--- config.mk ---
export PLATFORM = sky130hd
export DESIGN_NAME = dapr_ctrl
export DESIGN_NICKNAME = d
export VERILOG_FILES = /design/src/rtl/dapr_pkg.sv /design/src/rtl/dapr_ctrl.sv
export SDC_FILE = /design/constraint.sdc
export NUM_CORES = 1
export LEC_CHECK = 0
export CORE_AREA = 2 2 103 105
export CTS_BUF_LIST = sky130_fd_sc_hd__clkbuf_4 sky130_fd_sc_hd__clkbuf_8
export CTS_CLUSTER_DIAMETER = 200
export DETAILED_ROUTE_END_ITERATION = 10
export DIE_AREA = 0 0 105 107
export DONT_BUFFER_PORTS = 1
export SKIP_CTS_REPAIR_TIMING = 1
export SYNTH_ARGS = -nofsm -noshare
export SYNTH_HDL_FRONTEND = slang
export SYNTH_SLANG_ARGS = --single-unit
--- constraint.sdc ---
create_clock -name clk_sys -period 2.37 [get_ports clk_sys]
set_clock_uncertainty 0.05 [all_clocks]
set_input_delay 0.1185 -clock clk_sys [delete_from_list [all_inputs] [get_ports clk_sys]]
set_output_delay 0.1185 -clock clk_sys [all_outputs]
set_load 0.02 [all_outputs]
--- src/rtl/dapr_pkg.sv ---
package dapr_pkg;

    // ----------------------------------------------------------------
    // Register offsets
    // ----------------------------------------------------------------
    localparam logic [7:0] DAPR_OFS_POWER = 8'h00;
    localparam logic [7:0] DAPR_OFS_INMODE = 8'h01;
    localparam logic [7:0] DAPR_OFS_CABLE = 8'h10;
    localparam logic [7:0] DAPR_OFS_RBA = 8'h13;
    localparam logic [7:0] DAPR_OFS_RBB = 8'h14;
    localparam logic [7:0] DAPR_OFS_RBC = 8'h16;
    localparam logic [7:0] DAPR_OFS_SOFTRST = 8'h17;
    localparam logic [7:0] DAPR_OFS_OUTCFG = 8'h18;

    // ----------------------------------------------------------------
    // Field positions and reset values
    // ----------------------------------------------------------------
    localparam int DAPR_BIT_STAT1 = 0;
    localparam int DAPR_BIT_STAT2 = 1;
    localparam int DAPR_BIT_CDEN = 2;
    localparam int DAPR_BIT_APDEN = 4;
    localparam int DAPR_BIT_SWRST = 1;
    localparam int DAPR_BIT_COMPONENT = 0;
    localparam logic [7:0] DAPR_RST_POWER = 8'h07;
    localparam logic [7:0] DAPR_RST_INMODE = 8'h00;
    localparam logic [7:0] DAPR_RST_CABLE = 8'h03;
    localparam logic [7:0] DAPR_RST_OUTCFG = 8'h00;
    localparam logic [7:0] DAPR_ZERO = 8'h00;
    localparam logic [2:0] DAPR_DAC_NONE = 3'h0;
    localparam logic [2:0] DAPR_DAC_ALL = 3'h7;
    localparam logic [2:0] DAPR_DAC1 = 3'h1;
    localparam logic [2:0] DAPR_DAC23 = 3'h6;

    // Input pin levels that can be read back.
    typedef struct packed {
        logic [15:0] pix;
        logic hsync;
        logic vsync;
        logic subLock;
    } dapr_pins_t;

    // Decoded register access from the host control port.
    typedef struct packed {
        logic wr;
        logic rd;
        logic [7:0] addr;
        logic [7:0] wdata;
    } dapr_req_t;

endpackage

--- src/rtl/dapr_ctrl.sv ---
`timescale 1ns/1ps
`default_nettype none

module dapr_ctrl (
    input wire logic clk_sys,
    input wire logic reset,
    input wire logic resetPinN,
    input wire logic pixelClockInput,
    input wire dapr_pkg::dapr_pins_t pinsIn,
    input wire logic [1:0] cableSense,
    input wire logic frameStart,
    input wire logic spiSelect,
    input wire dapr_pkg::dapr_req_t hostReq,
    output logic [7:0] rdData_r,
    output logic rdValid_r,
    output logic [2:0] dacPower_r,
    output logic hostControlPortSpi_r
);
    import dapr_pkg::*;

    // ----------------------------------------------------------------
    // Pin synchronisers
    // ----------------------------------------------------------------
    logic resetPinMeta_r, resetPinSync_r, resetPinOld_r;
    logic pixClkMeta_r, pixClkSync_r, pixClkOld_r;
    logic [1:0] senseMeta_r, senseSync_r;
    dapr_pins_t pinsMeta_r, pinsSync_r;

    // Two flip-flops on every asynchronous input.
    always_ff @(posedge clk_sys) begin
        resetPinMeta_r <= resetPinN;
        resetPinSync_r <= resetPinMeta_r;
        pixClkMeta_r <= pixelClockInput;
        pixClkSync_r <= pixClkMeta_r;
        senseMeta_r <= cableSense;
        senseSync_r <= senseMeta_r;
        pinsMeta_r <= pinsIn;
        pinsSync_r <= pinsMeta_r;
    end

    // Edge history, set in reset to reset pin high and pixel clock low, so an input at the other level gives an edge after release.
    always_ff @(posedge clk_sys) begin
        if (reset) begin
            resetPinOld_r <= 1'b1;
            pixClkOld_r <= 1'b0;
        end else begin
            resetPinOld_r <= resetPinSync_r;
            pixClkOld_r <= pixClkSync_r;
        end
    end

    // ----------------------------------------------------------------
    // Reset sources
    // ----------------------------------------------------------------
    logic hwReset, swReset, anyReset, pixEdge;
    assign hwReset = resetPinOld_r && !resetPinSync_r;
    assign swReset = hostReq.wr && hostReq.addr == DAPR_OFS_SOFTRST && hostReq.wdata[DAPR_BIT_SWRST];
    assign anyReset = reset || hwReset || swReset;
    assign pixEdge = pixClkSync_r && !pixClkOld_r;

    // Port mode: only power-on or the reset pin returns it to I2C.
    always_ff @(posedge clk_sys) begin
        if (reset || hwReset) begin
            hostControlPortSpi_r <= 1'b0;
        end else if (spiSelect) begin
            hostControlPortSpi_r <= 1'b1;
        end
    end

    // ----------------------------------------------------------------
    // Control registers
    // ----------------------------------------------------------------
    logic [7:0] powerCtrl_r, inMode_r, outCfg_r;
    logic cdEn_r, apdEn_r;

    // Writable registers; any reset source restores the defaults.
    always_ff @(posedge clk_sys) begin
        if (anyReset) begin
            powerCtrl_r <= DAPR_RST_POWER;
            inMode_r <= DAPR_RST_INMODE;
            outCfg_r <= DAPR_RST_OUTCFG;
            cdEn_r <= DAPR_RST_CABLE[DAPR_BIT_CDEN];
            apdEn_r <= DAPR_RST_CABLE[DAPR_BIT_APDEN];
        end else if (hostReq.wr) begin
            case (hostReq.addr)
                DAPR_OFS_POWER: powerCtrl_r <= hostReq.wdata;
                DAPR_OFS_INMODE: inMode_r <= hostReq.wdata;
                DAPR_OFS_OUTCFG: outCfg_r <= hostReq.wdata;
                DAPR_OFS_CABLE: begin
                    cdEn_r <= hostReq.wdata[DAPR_BIT_CDEN];
                    apdEn_r <= hostReq.wdata[DAPR_BIT_APDEN];
                end
                default: ;
            endcase
        end
    end

    // ----------------------------------------------------------------
    // Cable detection and auto power-down
    // ----------------------------------------------------------------
    logic [1:0] cableStat_r;
    logic [2:0] autoOff_r;
    logic component, mon1, mon2, autoActive;
    assign component = outCfg_r[DAPR_BIT_COMPONENT];
    assign mon1 = cdEn_r && powerCtrl_r[0];
    assign mon2 = cdEn_r && powerCtrl_r[1] && !component;
    assign autoActive = apdEn_r && cdEn_r;

    // Status of each monitored cable (mon1, mon2) is refreshed at frame start; 1 means no cable.
    always_ff @(posedge clk_sys) begin
        if (anyReset) begin
            cableStat_r <= DAPR_RST_CABLE[1:0];
        end else if (frameStart) begin
            if (mon1) begin
                cableStat_r[DAPR_BIT_STAT1] <= !senseSync_r[0];
            end
            if (mon2) begin
                cableStat_r[DAPR_BIT_STAT2] <= !senseSync_r[1];
            end
        end
    end

    // Per-frame shutdown decision, held for the whole frame.
    always_ff @(posedge clk_sys) begin
        if (anyReset || !autoActive) begin
            autoOff_r <= DAPR_DAC_NONE;
        end else if (frameStart) begin
            autoOff_r <= DAPR_DAC_NONE;
            if (component) begin
                if (mon1 && !senseSync_r[0]) begin
                    autoOff_r <= DAPR_DAC_ALL;
                end
            end else begin
                if (mon1 && !senseSync_r[0]) begin
                    autoOff_r[0] <= 1'b1;
                end
                if (mon2 && !senseSync_r[1]) begin
                    autoOff_r[2:1] <= DAPR_DAC23[2:1];
                end
            end
        end
    end

    // DAC power enables: host setting less any automatic shutdown.
    always_ff @(posedge clk_sys) begin
        if (reset) begin
            dacPower_r <= DAPR_DAC_NONE;
        end else begin
            dacPower_r <= powerCtrl_r[2:0] & ~autoOff_r;
        end
    end

    // ----------------------------------------------------------------
    // Pin readback
    // ----------------------------------------------------------------
    dapr_pins_t rbPins_r;

    // Levels are latched on each rising edge of the pixel clock.
    always_ff @(posedge clk_sys) begin
        if (anyReset) begin
            rbPins_r <= '0;
        end else if (pixEdge) begin
            rbPins_r <= pinsSync_r;
        end
    end

    // ----------------------------------------------------------------
    // Read port
    // ----------------------------------------------------------------
    // Read data one cycle after the request; unmapped offsets read 0.
    always_ff @(posedge clk_sys) begin
        if (reset) begin
            rdData_r <= DAPR_ZERO;
            rdValid_r <= 1'b0;
        end else begin
            rdValid_r <= hostReq.rd;
            case (hostReq.addr)
                DAPR_OFS_POWER: rdData_r <= powerCtrl_r;
                DAPR_OFS_INMODE: rdData_r <= inMode_r;
                DAPR_OFS_OUTCFG: rdData_r <= outCfg_r;
                DAPR_OFS_CABLE: rdData_r <= {3'h0, apdEn_r, 1'b0, cdEn_r, cableStat_r};
                DAPR_OFS_RBA: rdData_r <= rbPins_r.pix[7:0];
                DAPR_OFS_RBB: rdData_r <= rbPins_r.pix[15:8];
                DAPR_OFS_RBC: rdData_r <= {5'h00, rbPins_r.subLock, rbPins_r.vsync, rbPins_r.hsync};
                DAPR_OFS_SOFTRST: rdData_r <= DAPR_ZERO;
                default: rdData_r <= DAPR_ZERO;
            endcase
        end
    end
endmodule

`default_nettype wire

* Yosys cells after proc, flatten, opt, wreduce, memory -nomap -nowiden
Cells that the tools add are included.
Word-level totals: flip-flop bits (word level) 111, output and inout port bits 13, input bits 45
Operators by class: bitwise operators 2, reduce and logical (&&, ||, !) cells 26, mux-type cells 5, equal/unequal tests 7
Operators with widths (count):
- $pmux W8 S7 | 1
- $eq A8 B5 Y1 const B | 6
- $reduce_and A2 Y1 | 6
- $logic_and A1 B1 Y1 | 10
- $eq A8 B1 Y1 const B | 1
- $logic_not A8 Y1 | 1
- $logic_not A1 Y1 | 6
- $mux W3 | 2
- $and A3 B3 Y3 | 1
- $logic_or A1 B1 Y1 | 3
- $not A3 Y3 | 1
- $mux W2 | 1
- $mux W1 | 1

* Depth between registers and ports, before layout
Gate-level depths: netlist of run 1.
word-level depth 5, depth in mapped cells 7, mapped depth without buffers 4

* Least setup slack after synthesis of run 1
No wires, ideal clock.
path kind input -> register, start point input hostReq[9] (netlist bit), end point register outCfg_r[0], arrival 1.161 ns, stages 5, setup slack 1.042 ns, setup time 0.117 ns, required time 2.203 ns, path through buf_4 -> nor3b_1 -> nand4_2 -> mux2i_1 -> nor2_1
On the way: cells in the longest elaborated chain, start to end 4, elaborated cells between the ends (all ways) 6, those cells by class eq/ne: 2; reduce/logical: 4
RTL lines:
- from (decl) | RTL line dapr_ctrl.sv:13 | input wire dapr_pkg::dapr_req_t hostReq,
- $eq A8 B5 Y1 | RTL line dapr_ctrl.sv:57 | assign swReset = hostReq.wr && hostReq.addr == DAPR_OFS_SOFTRST && hostReq.wdata[DAPR_BIT_SWRST];
- $logic_and A1 B1 Y1 (2 in a row) | RTL line dapr_ctrl.sv:57
- $logic_or A1 B1 Y1 | RTL line dapr_ctrl.sv:58 | assign anyReset = reset || hwReset || swReset;
- to (signal assigned) | RTL line dapr_ctrl.sv:88 | DAPR_OFS_OUTCFG: outCfg_r <= hostReq.wdata;
- to (decl) | RTL line dapr_ctrl.sv:73 | logic [7:0] powerCtrl_r, inMode_r, outCfg_r;
Several ways; a longest one is shown, not always the timed one. A chain may end at the register's enable or synchronous reset.

* Worst setup path after layout of run 1
start point input hostReq[10] (netlist bit), end point register powerCtrl_r[1]
On the way: cells in the longest elaborated chain, start to end 4, elaborated cells between the ends (all ways) 6, those cells by class eq/ne: 1; reduce/logical: 5
RTL lines:
- $eq A8 B5 Y1 | RTL line dapr_ctrl.sv:57
- $logic_and A1 B1 Y1 (2 in a row) | RTL line dapr_ctrl.sv:57
- $logic_or A1 B1 Y1 | RTL line dapr_ctrl.sv:58
- to (signal assigned) | RTL line dapr_ctrl.sv:86 | DAPR_OFS_POWER: powerCtrl_r <= hostReq.wdata;
- to (decl) | RTL line dapr_ctrl.sv:73
Several ways; a longest one is shown, not always the timed one.

==> results of run 1 <==
worst max-delay path, cell delays in order:
cell and delay [ps]:
dlygate4sd3_1 570, nor2_2 220, nand4_1 540, a211o_1 460
through the flow:
step | utilization (%) | hold WS (ps) | power (mW) | cell area, sq um | worst slack (ps)
after CTS | 39.26 | -313.4 | 3.235 | 3963 | 897.8
after floorplan | - | 96.22 | 2.075 | 3657 | 1042
after detailed placement | 37.13 | 96.25 | 2.091 | 3747 | 686.2
final | 42.93 | -23.42 | 3.233 | 4333 | 679.5
after global routing | 42.93 | 10.66 | 3.381 | 4333 | 584.6
after global placement | 37.13 | 96.26 | 2.089 | 3747 | 748.6
cell families (layout without fill, tap and decap cells):
| kind of cell | after synthesis | count (layout) | synth area share, % |
|---|---|---|---|
| and+or+nand+nor | 112 | 112 | 16.01 |
| buffers and inverters | 25 | 62 | 3.421 |
| DFF | 110 | 110 | 60.21 |
| AOI/OAI and AO/OA | 59 | 59 | 12.01 |
| muxes | 30 | 30 | 8.348 |
area by class of cell:
cell class	instances	share of cell area, %
clock buffers	9	2.859
clock inverters	7	2.108
inverters	6	0.5198
multi-input cells	201	30.70
flip-flops and latches	110	50.82
well taps	136	3.927
repair buffers	40	9.067
state kept, by name, indices dropped and copies added (netlist names), 2 cells and up:
register and cells:
pinsMeta_r 19, outCfg_r 8, autoOff_r 2, senseSync_r 2, dacPower_r 3, cableStat_r 2
pinsSync_r 19, rdData_r 8, powerCtrl_r 8, inMode_r 8, rbPins_r 19, senseMeta_r 2
layer usage:
layer / up-vias / share of wire (%)
li1: 1238 / -
met1: 1151 / 47
met2: 70 / 46
met3: 7 / 5.3
met4: 0 / 1.2
met5: - / 0
layout by cell type (no fill, tap or decap), types with 3 or more instances in the layout:
cell / netlist / final
a211oi_1: 4 / 4
mux2_2: 4 / 4
nand2_1: 41 / 41
nor3b_1: 5 / 5
nor2b_1: 4 / 4
nand4_1: 3 / 3
mux2i_1: 26 / 26
clkbuf_8: 0 / 9
a22oi_1: 3 / 3
dlygate4sd3_1: 0 / 37
nor3_1: 8 / 8
a211o_1: 5 / 5
a22o_1: 10 / 10
nor2_1: 28 / 28
nand2b_1: 4 / 4
dfxtp_1: 110 / 110
inv_6: 0 / 3
inv_1: 6 / 6
a21oi_1: 21 / 21
clkinv_8: 0 / 3
buf_4: 3 / 3
a222oi_1: 4 / 4
worst paths after layout:
| kind | depth (start not counted) | to | startpoint |
|---|---|---|---|
| max | 4 | powerCtrl_r[1] | hostReq[10] |
| min | 3 | autoOff_r[0] | frameStart |
| max reg2reg | 5 | cableStat_r[1] | resetPinSync_r |
| min reg2reg | 0 | resetPinSync_r | resetPinMeta_r |
report_power, final:
part / total, mW / internal [mW] / switching (mW) / leakage (nW)
Clock: 1.13 / 0.434 / 0.697 / 0.106
Combinational: 0.165 / 0.0806 / 0.0845 / 0.719
Sequential: 1.94 / 1.91 / 0.0282 / 0.908
Total: 3.23 / 2.42 / 0.810 / 1.73
==> results_dict.tcl, run 1 <==
set metrics [dict create \
    yosysSeqAreaShare_pct 60.21 \
    clock_sinks 110 \
    syn_inst 336 \
    cp-start-kind "primary input" \
    max-slew-margin-rel_pct 55.05 \
    die_h_um 107 \
    dp_cells 456 \
    period_minus_slack_ps 1690 \
    clock_latency_ps 370 \
    finalHoldViolations 1 \
    nNetsFinal 413 \
    grt_pass1_vias 2321 \
    use_met2_pct 21.20 \
    io_buffers 0 \
    syn_to_final_growth_pct 18.47 \
    cellPowerDensity_nw_per_um2 746.2 \
    finalSetupViolCount 0 \
    hold_slack_ps -23.42 \
    via_per_inst 4.845 \
    grt_use_met3_pct 3.526 \
    gr-total-overflow 0 \
    tightest_slew_ps 674.2 \
    diodes 0 \
    cts_root_buf "clkbuf_8" \
    multi_input_area_sq_um 1330 \
    worstSetupEndpointType "flip-flop" \
    ant_nets 0 \
    synth_most_common_cell "dfxtp_1" \
    yosys_warnings 0 \
    finalCritPeriodShare_pct 71.33 \
    die_w_um 105 \
    die-area_sq_um 11240 \
    rsz0062_at_grt "false" \
    dr.first_iter.drc_count 118 \
    cts_buffer_depth 2 \
    wl_per_cell_um 14.93 \
    synthFlopType "dfxtp_1" \
    synth_top_area_share_pct 60.21 \
    synthTopCellsByCount "dfxtp_1 (110), nand2_1 (41), nor2_1 (28), mux2i_1 (26), a21oi_1 (21)" \
    use_met1_pct 18.91 \
    drive_gt1_share_pct 9.383 \
    synth_nets 381 \
    min_path_type "in -> reg" \
    grt_max_degree 50 \
    rows 37 \
    seq_area_sq_um 2202 \
    busiest_layer "met2" \
    h-tree-depth 3 \
    ir_drop_v 0.0003723 \
    fin_cells 509 \
    drt_pass1_iterations 5 \
    timing.setup.tns_ps 0 \
    cp_max_fo 11 \
    initial_utilization_pct 36.24 \
    synth.distinct_cells 44 \
    dp_hpwl_um 5313 \
    ioPinCount 58 \
    synth_area_per_cell_sq_um 10.88 \
    fillers 1029 \
    clkTransAtPathRegs_ps 110 \
    worstSetupPathType "in -> reg" \
    status "finished with violations" \
    ys_async_sr_fraction_pct 0 \
    core-area_sq_um 10090 \
    maxCapViolations 0 \
    cp.arrival_ps 1910 \
    vias 2466 \
    synth_area_sq_um 3657 \
    antenna_found_initial 0 \
    drv_slew 0 \
    r2r_slack_ps 930 \
    p_leak_nw 1.733 \
    fmax_mhz 591.5 \
    synth-seq-cells 110 \
    yosys.area.top_type "dfxtp_1" \
    grt_usage_pct 13.80 \
    wl_um 7600 \
    cp.required_ps 2590 \
    violations "negative hold slack" \
    synth-edff-count 0 \
    cts_made_buffers 9 \
    gp_congestion 0.8384 \
    grt_pass1_wl_um 11970 \
    drc_errors 0 \
    cts_tree "done" \
    synth_area_leaders "dfxtp_1 (60%), mux2i_1 (7.1%), nand2_1 (4.2%), a21oi_1 (2.9%), nor2_1 (2.9%)" \
]
(Power assumes the default switching activity.)
==> run 2: changes to the inputs <==
==> constraint.sdc (replaced) <==
create_clock -name clk_sys -period 1.63 [get_ports clk_sys]
set_clock_uncertainty 0.05 [all_clocks]
set_input_delay 0.0815 -clock clk_sys [delete_from_list [all_inputs] [get_ports clk_sys]]
set_output_delay 0.0815 -clock clk_sys [all_outputs]
set_load 0.02 [all_outputs]
==> results_dict.tcl, run 2 (synthesized netlist as in run 1, its figures left out) <==
set metrics [dict create \
    cp.required_ps 1850 \
    min_to "rdData_r[2]" \
    top_regs "pinsMeta_r x19, pinsSync_r x19, rbPins_r x19" \
    r2r_start "powerCtrl_r[0]" \
    grt_usage_pct 13.91 \
    drive_gt1_share_pct 10.32 \
    r2r_end "rdData_r[0]" \
    cp_max_fo 9 \
    cts_root_buf "clkbuf_8" \
    p_total_mw 4.647 \
    die_w_um 105 \
    drv_slew 0 \
    critPathLaunch "hostReq[11]" \
    period_minus_slack_ps 1480 \
    dp_hpwl_um 5323 \
    fmax_mhz 675.5 \
    combPwrFrac_pct 5.4 \
    wl_per_cell_um 14.80 \
    layout_common_cells "dfxtp_1 (110), nand2_1 (41), dlygate4sd3_1 (38), nor2_1 (28), mux2i_1 (26)" \
    r2r_slack_ps 300 \
    cts_buffer_depth 2 \
    via_per_inst 4.862 \
    min_path_type "in -> reg" \
    core-area_sq_um 10090 \
    clock_latency_ps 360 \
    grt_pass1_wl_um 12200 \
    gp_congestion 0.8600 \
    hp-start "hostReq[8]" \
    cts_tree "done" \
    grt_pass1_vias 2411 \
    drt_pass1_iterations 5 \
    dr.first_iter.drc_count 132 \
    tightest_slew_ps 400.1 \
    die_h_um 107 \
    max-slew-margin-rel_pct 73.27 \
    diodes 0 \
    gr-total-overflow 0 \
    worstSetupEndpointType "flip-flop" \
    cellPowerDensity_nw_per_um2 1063 \
    status "complete, no violations" \
    ioPinCount 58 \
    ant_nets 0 \
    cp-start-kind "primary input" \
    timing.setup.tns_ps 0 \
    clkTransAtPathRegs_ps 100 \
    initial_utilization_pct 36.24 \
    rows 37 \
    clock_sinks 110 \
    nNetsFinal 418 \
    antenna_found_initial 0 \
    wl_um 7607 \
    cp.arrival_ps 1700 \
    worstSetupPathType "in -> reg" \
    h-tree-depth 3 \
    dp_slack_ps 241.7 \
    p_switching_mw 1.143 \
    p_seq_share_pct 60.6 \
    p_clk_share_pct 34.0 \
    ir_drop_v 0.0005262 \
    die-area_sq_um 11240 \
    finalSetupViolCount 0 \
    switching_share_pct 24.60 \
    cts_made_buffers 9 \
    vias 2499 \
    layout.cells.most_common "dfxtp_1" \
    hold_depth 3 \
    p_leak_nw 1.749 \
    io_buffers 0 \
    hold_slack_ps 5.195 \
    reg2reg_depth 4 \
    finalHoldViolations 0 \
    p_int_mw 3.504 \
    grt_max_degree 50 \
    finalCritPeriodShare_pct 90.82 \
    maxCapViolations 0 \
    drc_errors 0 \
    rsz0062_at_grt "false" \
    syn_to_final_growth_pct 19.50 \
    worst_slack_ps 149.6 \
]
run 2: cell count changes in the layout (fill, tap and decap cells not counted):
cell,before,now
buf_4,3,6
inv_8,0,1
dlygate4sd3_1,37,38
inv_6,3,2
clkinv_8,3,2
clkinvlp_4,0,2
inv_12,1,0
buf_12,0,1
run 2: worst max-delay path by stage:
stage,endpoint,cells after the start
2_1_floorplan,outCfg_r[0],5
4_1_cts,cableStat_r[0],5
3_3_place_gp,rdData_r[2],4
3_5_place_dp,rdData_r[0],4
5_1_grt,rdData_r[4],5
6_report,rdData_r[4],5
run 2: cell type report:
cell class              instances  area [sq um]
well taps                     136         170.2
fillers                      1015          5722
clock inverters                 7         76.32
inverters                       6         22.52
multi-input cells             201          1330
clock buffers                   9         123.9
flip-flops and latches        110          2202
repair buffers                 45         445.4
run 2: through the flow:
stage          std cells  utilization (%)  cell area [sq um]
2_1_floorplan        336                -               3657
3_3_place_gp         460            37.55               3790
3_5_place_dp         460            37.55               3790
4_1_cts              476            39.54               3990
5_1_grt              514            43.31               4370
6_report             514            43.31               4370
run 2: power groups by stage:
stage	registers, mW	logic (mW)	clock network [mW]
floorplan	2.86	0.152	0
global placement	2.88	0.170	0
detailed placement	2.88	0.170	0
CTS	2.82	0.171	1.65
global route	2.83	0.281	1.76
finish	2.82	0.252	1.58
run 2: worst max-delay path, cell delays in order:
cell and delay (ps):
dlygate4sd3_1 570, nor2_2 250, and3_1 380, a22oi_1 140
a211oi_1 270
run 2: metal layers:
| metal | vias up | share of wire [%] | global-route usage (%) |
|---|---|---|---|
| met5 | - | 0 | 0 |
| met3 | 8 | 7.0 | 3.951 |
| met2 | 96 | 45 | 20.87 |
| met1 | 1148 | 47 | 19.07 |
| met4 | 0 | 1.4 | 5.048 |
| li1 | 1247 | - | - |
